`src/rtl/pwm_period_pkg.sv`:
```
// constants for the buffered period update block
// assumes one 100 MHz clock and a plain register port
package pwm_period_pkg;
  localparam int CLK_MHZ = 100;
  localparam logic [11:0] PERIOD_UPDATE_BASE = 12'h210;
  localparam logic [11:0] CHANNEL_STRIDE = 12'h020;
  localparam logic [11:0] CLOCK_CFG_OFF = 12'h300;
  localparam logic [11:0] PROTECT_OFF = 12'h304;
  localparam logic [11:0] SPREAD_OFF = 12'h308;
  localparam logic [11:0] MODE_OFF = 12'h30C;
  localparam logic [11:0] STATUS_OFF = 12'h310;
  localparam logic [11:0] ACTIVE_BASE = 12'h320;
  localparam int UPDATE_FIELD_MSB = 23;
  localparam int PRESCALE_MAX_EXP = 10;
  localparam logic [15:0] PERIOD_RESET = 16'h0000;
  localparam logic [31:0] READ_ZERO = 32'h0000_0000;
  // mode register: bit0 centre aligned, bits2:1 divider select
  localparam int MODE_CENTRE_BIT = 0;
  localparam int MODE_DIV_LSB = 1;
  localparam logic [1:0] DIV_NONE = 2'h0;
  localparam logic [1:0] DIV_FIRST = 2'h1;
  localparam logic [1:0] DIV_SECOND = 2'h2;
  // clock config: 3:0 prescaler exponent, 15:8 first divider, 23:16 second divider
  localparam int PRESCALE_EXP_LSB = 0;
  localparam int CLK_DIV_FIRST_LSB = 8;
  localparam int CLK_DIV_SECOND_LSB = 16;
endpackage

```
`src/rtl/pwm_period_update_buffer.sv`:
```
// double-buffered period update path for a four channel pwm counter bank
// assumes synchronous inputs, master never waits, read data one cycle after strobe
module pwm_period_update_buffer #(
  parameter int CHANNELS = 4,
  parameter int CNT_W = 16
) (
  // clock and reset
  input wire logic sys_clk,
  input wire logic srst,
  // register port
  input wire logic [11:0] reg_addr,
  input wire logic [31:0] reg_wdata,
  input wire logic reg_wr,
  input wire logic reg_rd,
  output logic [31:0] reg_rdata,
  // hardware protect flag from outside
  input wire logic hw_protect_group3_flag,
  // waveform outputs and period ends
  output logic [CHANNELS-1:0] pwm_out,
  output logic [CHANNELS-1:0] period_end
);
  initial begin
    if (CHANNELS < 1 || CHANNELS > 4 || CNT_W != 16) $error("unsupported parameters");
  end

  localparam logic [CNT_W-1:0] ONE = CNT_W'(1);

  logic [CNT_W-1:0] update_reg [CHANNELS];
  logic [CNT_W-1:0] active_period_reg [CHANNELS];
  logic [CNT_W-1:0] cnt_reg [CHANNELS];
  logic [CHANNELS-1:0] down_reg;
  logic [CHANNELS-1:0] end_next;
  logic [31:0] clk_cfg_reg;
  logic [2:0] mode_reg;
  logic sw_protect_group3_flag;
  logic [CNT_W-1:0] spread_range;
  logic [CNT_W-1:0] spread_cnt_reg;
  logic spread_down_reg;
  logic [10:0] pre_cnt_reg;
  logic [7:0] div_cnt_reg;
  logic tick_reg;
  logic pre_tick;
  logic [3:0] prescaler_exponent;
  logic [7:0] clock_divider_first;
  logic [7:0] clock_divider_second;
  logic [7:0] div_sel;
  logic [CNT_W-1:0] eff_period [CHANNELS];
  logic [10:0] pre_mask;

  function automatic logic hit_channel(input logic [11:0] a, input logic [11:0] base,
                                       input int ch);
    hit_channel = (a == 12'(base + 12'(ch) * pwm_period_pkg::CHANNEL_STRIDE));
  endfunction

  assign prescaler_exponent = clk_cfg_reg[pwm_period_pkg::PRESCALE_EXP_LSB +: 4];
  assign clock_divider_first = clk_cfg_reg[pwm_period_pkg::CLK_DIV_FIRST_LSB +: 8];
  assign clock_divider_second = clk_cfg_reg[pwm_period_pkg::CLK_DIV_SECOND_LSB +: 8];

  // exponents above the maximum clamp to the 1024 prescale
  always_comb begin
    if (prescaler_exponent > 4'(pwm_period_pkg::PRESCALE_MAX_EXP)) begin
      pre_mask = 11'h3FF;
    end else begin
      pre_mask = 11'((11'h001 << prescaler_exponent) - 11'h001);
    end
  end

  always_comb begin
    unique case (mode_reg[pwm_period_pkg::MODE_DIV_LSB +: 2])
      pwm_period_pkg::DIV_FIRST: div_sel = clock_divider_first;
      pwm_period_pkg::DIV_SECOND: div_sel = clock_divider_second;
      default: div_sel = 8'h01;
    endcase
  end

  // prescaler: one tick every 2^exponent clocks
  assign pre_tick = ((pre_cnt_reg & pre_mask) == pre_mask);
  always_ff @(posedge sys_clk) begin
    if (srst) begin
      pre_cnt_reg <= 11'h000;
    end else begin
      pre_cnt_reg <= 11'(pre_cnt_reg + 11'h001);
    end
  end

  // optional divider after the prescaler; zero divider treated as one
  always_ff @(posedge sys_clk) begin
    if (srst) begin
      div_cnt_reg <= 8'h00;
      tick_reg <= 1'b0;
    end else begin
      tick_reg <= 1'b0;
      if (pre_tick) begin
        if (div_cnt_reg + 8'h01 >= div_sel) begin
          div_cnt_reg <= 8'h00;
          tick_reg <= 1'b1;
        end else begin
          div_cnt_reg <= 8'(div_cnt_reg + 8'h01);
        end
      end
    end
  end

  // channel 0 effective period rises by up to spread_range above its active period
  always_comb begin
    for (int c = 0; c < CHANNELS; c++) begin
      eff_period[c] = active_period_reg[c];
    end
    eff_period[0] = CNT_W'(active_period_reg[0] + spread_cnt_reg);
  end

  // triangle spread counter, advanced once per channel 0 period
  always_ff @(posedge sys_clk) begin
    if (srst) begin
      spread_cnt_reg <= pwm_period_pkg::PERIOD_RESET;
      spread_down_reg <= 1'b0;
    end else if (spread_cnt_reg > spread_range) begin
      spread_cnt_reg <= spread_range;
    end else if (end_next[0]) begin
      if (spread_range == '0) begin
        spread_cnt_reg <= '0;
      end else if (!spread_down_reg && spread_cnt_reg == spread_range) begin
        spread_down_reg <= 1'b1;
        spread_cnt_reg <= CNT_W'(spread_cnt_reg - ONE);
      end else if (spread_down_reg && spread_cnt_reg == '0) begin
        spread_down_reg <= 1'b0;
        spread_cnt_reg <= ONE;
      end else if (spread_down_reg) begin
        spread_cnt_reg <= CNT_W'(spread_cnt_reg - ONE);
      end else begin
        spread_cnt_reg <= CNT_W'(spread_cnt_reg + ONE);
      end
    end
  end

  // period end: left aligned wraps at period, centre aligned returns to zero
  always_comb begin
    for (int c = 0; c < CHANNELS; c++) begin
      if (mode_reg[pwm_period_pkg::MODE_CENTRE_BIT]) begin
        end_next[c] = tick_reg && down_reg[c] && cnt_reg[c] <= ONE;
      end else begin
        end_next[c] = tick_reg && cnt_reg[c] + ONE >= eff_period[c];
      end
    end
  end

  always_ff @(posedge sys_clk) begin
    if (srst) begin
      for (int c = 0; c < CHANNELS; c++) begin
        cnt_reg[c] <= '0;
      end
      down_reg <= '0;
    end else if (tick_reg) begin
      for (int c = 0; c < CHANNELS; c++) begin
        if (!mode_reg[pwm_period_pkg::MODE_CENTRE_BIT]) begin
          down_reg[c] <= 1'b0;
          cnt_reg[c] <= end_next[c] ? '0 : CNT_W'(cnt_reg[c] + ONE);
        end else if (end_next[c]) begin
          down_reg[c] <= 1'b0;
          cnt_reg[c] <= '0;
        end else if (!down_reg[c] && cnt_reg[c] + ONE >= eff_period[c]) begin
          down_reg[c] <= 1'b1;
          cnt_reg[c] <= eff_period[c];
        end else if (down_reg[c]) begin
          cnt_reg[c] <= CNT_W'(cnt_reg[c] - ONE);
        end else begin
          cnt_reg[c] <= CNT_W'(cnt_reg[c] + ONE);
        end
      end
    end
  end

  // waveform high during the first half of the count range
  always_ff @(posedge sys_clk) begin
    if (srst) begin
      pwm_out <= '0;
      period_end <= '0;
    end else begin
      for (int c = 0; c < CHANNELS; c++) begin
        pwm_out[c] <= cnt_reg[c] < (eff_period[c] >> 1);
      end
      period_end <= end_next;
    end
  end

  // buffered update, taken only when unprotected; low 16 bits used
  always_ff @(posedge sys_clk) begin
    if (srst) begin
      for (int c = 0; c < CHANNELS; c++) begin
        update_reg[c] <= pwm_period_pkg::PERIOD_RESET;
      end
    end else begin
      for (int c = 0; c < CHANNELS; c++) begin
        if (reg_wr && hit_channel(reg_addr, pwm_period_pkg::PERIOD_UPDATE_BASE, c)
            && !sw_protect_group3_flag && !hw_protect_group3_flag) begin
          update_reg[c] <= reg_wdata[CNT_W-1:0];
        end
      end
    end
  end

  // active period loads at the period boundary, or at once while it is zero
  always_ff @(posedge sys_clk) begin
    if (srst) begin
      for (int c = 0; c < CHANNELS; c++) begin
        active_period_reg[c] <= pwm_period_pkg::PERIOD_RESET;
      end
    end else begin
      for (int c = 0; c < CHANNELS; c++) begin
        if (end_next[c] || active_period_reg[c] == '0) begin
          active_period_reg[c] <= update_reg[c];
        end
      end
    end
  end

  // configuration registers
  always_ff @(posedge sys_clk) begin
    if (srst) begin
      clk_cfg_reg <= pwm_period_pkg::READ_ZERO;
      mode_reg <= 3'h0;
      sw_protect_group3_flag <= 1'b0;
      spread_range <= pwm_period_pkg::PERIOD_RESET;
    end else if (reg_wr) begin
      unique case (reg_addr)
        pwm_period_pkg::CLOCK_CFG_OFF: clk_cfg_reg <= {8'h00, reg_wdata[23:0]};
        pwm_period_pkg::MODE_OFF: mode_reg <= reg_wdata[2:0];
        pwm_period_pkg::PROTECT_OFF: sw_protect_group3_flag <= reg_wdata[0];
        pwm_period_pkg::SPREAD_OFF: spread_range <= reg_wdata[CNT_W-1:0];
        default: ;
      endcase
    end
  end

  // read port; update registers are write-only and read zero
  always_ff @(posedge sys_clk) begin
    if (srst) begin
      reg_rdata <= pwm_period_pkg::READ_ZERO;
    end else begin
      reg_rdata <= pwm_period_pkg::READ_ZERO;
      if (reg_rd) begin
        case (reg_addr)
          pwm_period_pkg::CLOCK_CFG_OFF: reg_rdata <= clk_cfg_reg;
          pwm_period_pkg::MODE_OFF: reg_rdata <= {29'h0, mode_reg};
          pwm_period_pkg::PROTECT_OFF: reg_rdata <= {31'h0, sw_protect_group3_flag};
          pwm_period_pkg::SPREAD_OFF: reg_rdata <= {16'h0, spread_range};
          pwm_period_pkg::STATUS_OFF: reg_rdata <= {16'h0, spread_cnt_reg};
          default: begin
            for (int c = 0; c < CHANNELS; c++) begin
              if (hit_channel(reg_addr, pwm_period_pkg::ACTIVE_BASE, c)) begin
                reg_rdata <= {16'h0, active_period_reg[c]};
              end
            end
          end
        endcase
      end
    end
  end
endmodule

```
`config.mk`:
```
export PLATFORM = sky130hd
export DESIGN_NAME = pwm_period_update_buffer
export DESIGN_NICKNAME = d
export VERILOG_FILES = /design/src/rtl/pwm_period_pkg.sv /design/src/rtl/pwm_period_update_buffer.sv
export SDC_FILE = /design/constraint.sdc
export NUM_CORES = 1
export LEC_CHECK = 0
export BUFFER_PORTS_ARGS = -buffer_cell sky130_fd_sc_hd__buf_2
export CAP_MARGIN = 20
export CORE_ASPECT_RATIO = 1.25
export CORE_UTILIZATION = 35
export DETAILED_ROUTE_END_ITERATION = 8
export HOLD_SLACK_MARGIN = 0.03
export SYNTH_ARGS = -nofsm -noshare
export SYNTH_HDL_FRONTEND = slang
export SYNTH_SLANG_ARGS = --single-unit
```
`constraint.sdc`:
```
create_clock -name sys_clk -period 11.5 [get_ports sys_clk]
set_clock_uncertainty 0.1 [all_clocks]
set_input_delay 2.3 -clock sys_clk [delete_from_list [all_inputs] [get_ports sys_clk]]
set_output_delay 2.3 -clock sys_clk [all_outputs]
set_load 0.03 [all_outputs]
```
==> flow_summary.toml <==
[logic_synthesis]
synth_top_area_share_pct = 28.5
avgSynthCellArea_um2 = 9.28
syn-cell-area_um2 = 20200
syn_inst = 2177
synth_top_flop_cell = "edfxtp_1"
synthArstFlopShare_pct = 0
ys_warn_count = 0
ys_types = 81
synth_edf_count = 192
ys_seq_area_share_pct = 40.1
synth.top_cells.by_area = "edfxtp_1, dfxtp_1, ha_1"
yosys_register_bits = 309
yosysTopAreaCell = "edfxtp_1"

[worst_setup_path]
max_stage_delay_ns = 0.48
worst-path-max-fanout = 14
worstSetupPathType = "reg2reg"
cp.required_ns = 11.88
crit_arrival_ns = 6.09
crit_family = "compound AO/OA/AOI/OAI gates"
crit_top_cell = "a221o_1"
endpoint_kind = "flop"
start_kind = "flop"
crit_chain = "ha_1 -> fa_1 -> a21oi_1 -> o32ai_2 -> o311ai_4 -> o21bai_1 -> a21o_1 -> a21o_1 -> a21oi_1 -> xor2_1 -> ha_1 -> and3_1 -> a221o_1 -> a221o_1 -> a211oi_2 -> buf_4 -> nand2_1 -> nor2_1 -> a221o_1"
slowest_stage = "nor2_1"
worst-path-buf-inv = 1

[placement]
gp_congestion = 0.916
hpwl_um = 43600
placed_cells = 2903
io_buffers = 72

[timing]
hold_ws_ns = 0.362
slew_headroom_pct = 31.9
worstMarginPinSlew_ns = 1.02
hold_viol_final = 0
slew_violations = 0
fin_setup_tns_ns = 0
fin_crit_sh_pct = 49.6
clock.fmax_mhz = 175
finalSetupViolations = 0
period_minus_slack_ns = 5.71
rsz0062_at_grt = "no"

[cells_and_area]
nets = 2418
instances_no_fill = 2971
area_growth_pct = 10.6
final_common_cell = "nand2_1"
fill_cells = 5794
drive_gt1_share_pct = 8.82
insertedDiodeCount = 0
layout_common_cells = "nand2_1, edfxtp_1, ha_1"

[hold_path]
worstHoldPathType = "reg2reg"

[grt]
grt_pass1_wl_um = 93500
gr-total-overflow = 0
antenna_found_initial = 0
grt_max_degree = 62
gr-usage-all-layers_pct = 20.3
grt_pass1_vias = 16400

[pwr]
power_mw = 2.94
combPwrFrac_pct = 15.7
p_clk_share_pct = 38.7
p_leak_nw = 8.64
p_sw_mw = 0.878
power_density_nw_per_um2 = 132
seqPwrFrac_pct = 45.6
swShare_pct = 29.8
p_int_mw = 2.06
peakVddDrop_mv = 0.117

[clock_tree]
ctsHoldBuffers = 0
cts_resized = 0
cts_buffers = 36
cts_tree = "built"
cts.clk_slew.worst_paths_ns = 0.06
cts_root_buf = "clkbuf_16"
cts_sinks = 309
clkLatencyLatePin_ns = 0.54
post-cts-setup-buffer-count = 0
clockBufferDepth = 3
h-tree-depth = 2

[floorplanning]
die_h_um = 271
ioPinCount = 89
start_util_pct = 35.4
coreArea_um2 = 57100
num_rows = 98
dieArea_um2 = 58700
die_w_um = 217

[routing]
antenna_left = 0
drt_pass1_iterations = 8
drt-total-wl_um = 60300
routed_via_density = 5.70
route.detailed.drc = 0
dr.first_iter.drc_count = 1502
vias = 16900
wl_per_cell_um = 20.3

[run_status]
status = "completed"

[job]
cap_violations = 0
power by group through the flow:
stage	Sequential (mW)	Combinational, mW	Clock (mW)
finish	1.34	0.462	1.14
detailed placement	1.36	0.455	0
global placement	1.36	0.444	0
global route	1.35	0.517	1.21
floorplan	1.31	0.356	0
CTS	1.34	0.459	1.16
stage by stage:
step | utilization, % | setup WS, ns | instance area (µm²)
final | 39.1 | 5.79 | 22400
after detailed placement | 37.1 | 5.84 | 21200
after global placement | 37.1 | 5.93 | 21200
after CTS | 39.1 | 5.82 | 22300
after global routing | 39.1 | 5.51 | 22400
after floorplan | - | 6.51 | 20200
kinds of logic (layout without fill, tap and decap cells):
logic type	count (synthesis)	in the layout	synth area share (%)
AOI/OAI and AO/OA	493	493	17.0
xor gates and xnor gates	134	134	5.81
adders and majority gates	176	176	10.9
buffers and inverters	223	260	4.44
DFF	309	309	40.1
muxes	5	5	0.260
other	1	8	0.0186
and+or+nand+nor	836	836	21.5
cells in the mapped netlist (46+ instances only):
cell type / n
edfxtp_1: 192
inv_1: 96
nor3_1: 52
xor2_1: 56
o21ai_0: 61
a21oi_1: 142
and2_1: 137
dfxtp_1: 117
xnor2_1: 78
nand2_1: 193
nor4_1: 46
ha_1: 174
nand3_1: 76
clkbuf_1: 100
a22oi_1: 47
nor2_1: 142
area by class of cell:
cell class	instances	area (µm²)	area share (%)
well taps	750	938	4.20
multi-input cells	1652	11200	50.3
repair buffers	99	573	2.56
clock inverters	22	175	0.783
flip-flops and latches	309	8110	36.3
clock buffers	43	966	4.32
inverters	96	360	1.61
worst paths after layout:
check	cells after the start	endpoint	slack (ns)	start
worst min register to register	2	clk_cfg_reg[5]$_SDFFE_PP0P_	0.36	clk_cfg_reg[5]$_SDFFE_PP0P_
worst max-delay path	19	spread_cnt_reg[7]$_SDFFE_PP0P_	5.79	spread_cnt_reg[0]$_SDFFE_PP0P_
worst min-delay path	2	clk_cfg_reg[5]$_SDFFE_PP0P_	0.36	clk_cfg_reg[5]$_SDFFE_PP0P_
worst max register to register	19	spread_cnt_reg[7]$_SDFFE_PP0P_	5.79	spread_cnt_reg[0]$_SDFFE_PP0P_
routing by layer:
layer / up-vias / wire length (µm) / global-route usage [%]
met1: 8111 / 25500 / 25.6
met3: 137 / 3390 / 2.51
li1: 8043 / - / -
met5: - / 0 / 0
met2: 648 / 28900 / 34.3
met4: 0 / 2590 / 9.01
worst min-delay path, stage by stage (launching register included):
cell,delay (ns)
dfxtp_1,0.31
nand2_1,0.05
a21oi_1,0.05
Power figures use the tool's default switching activity.
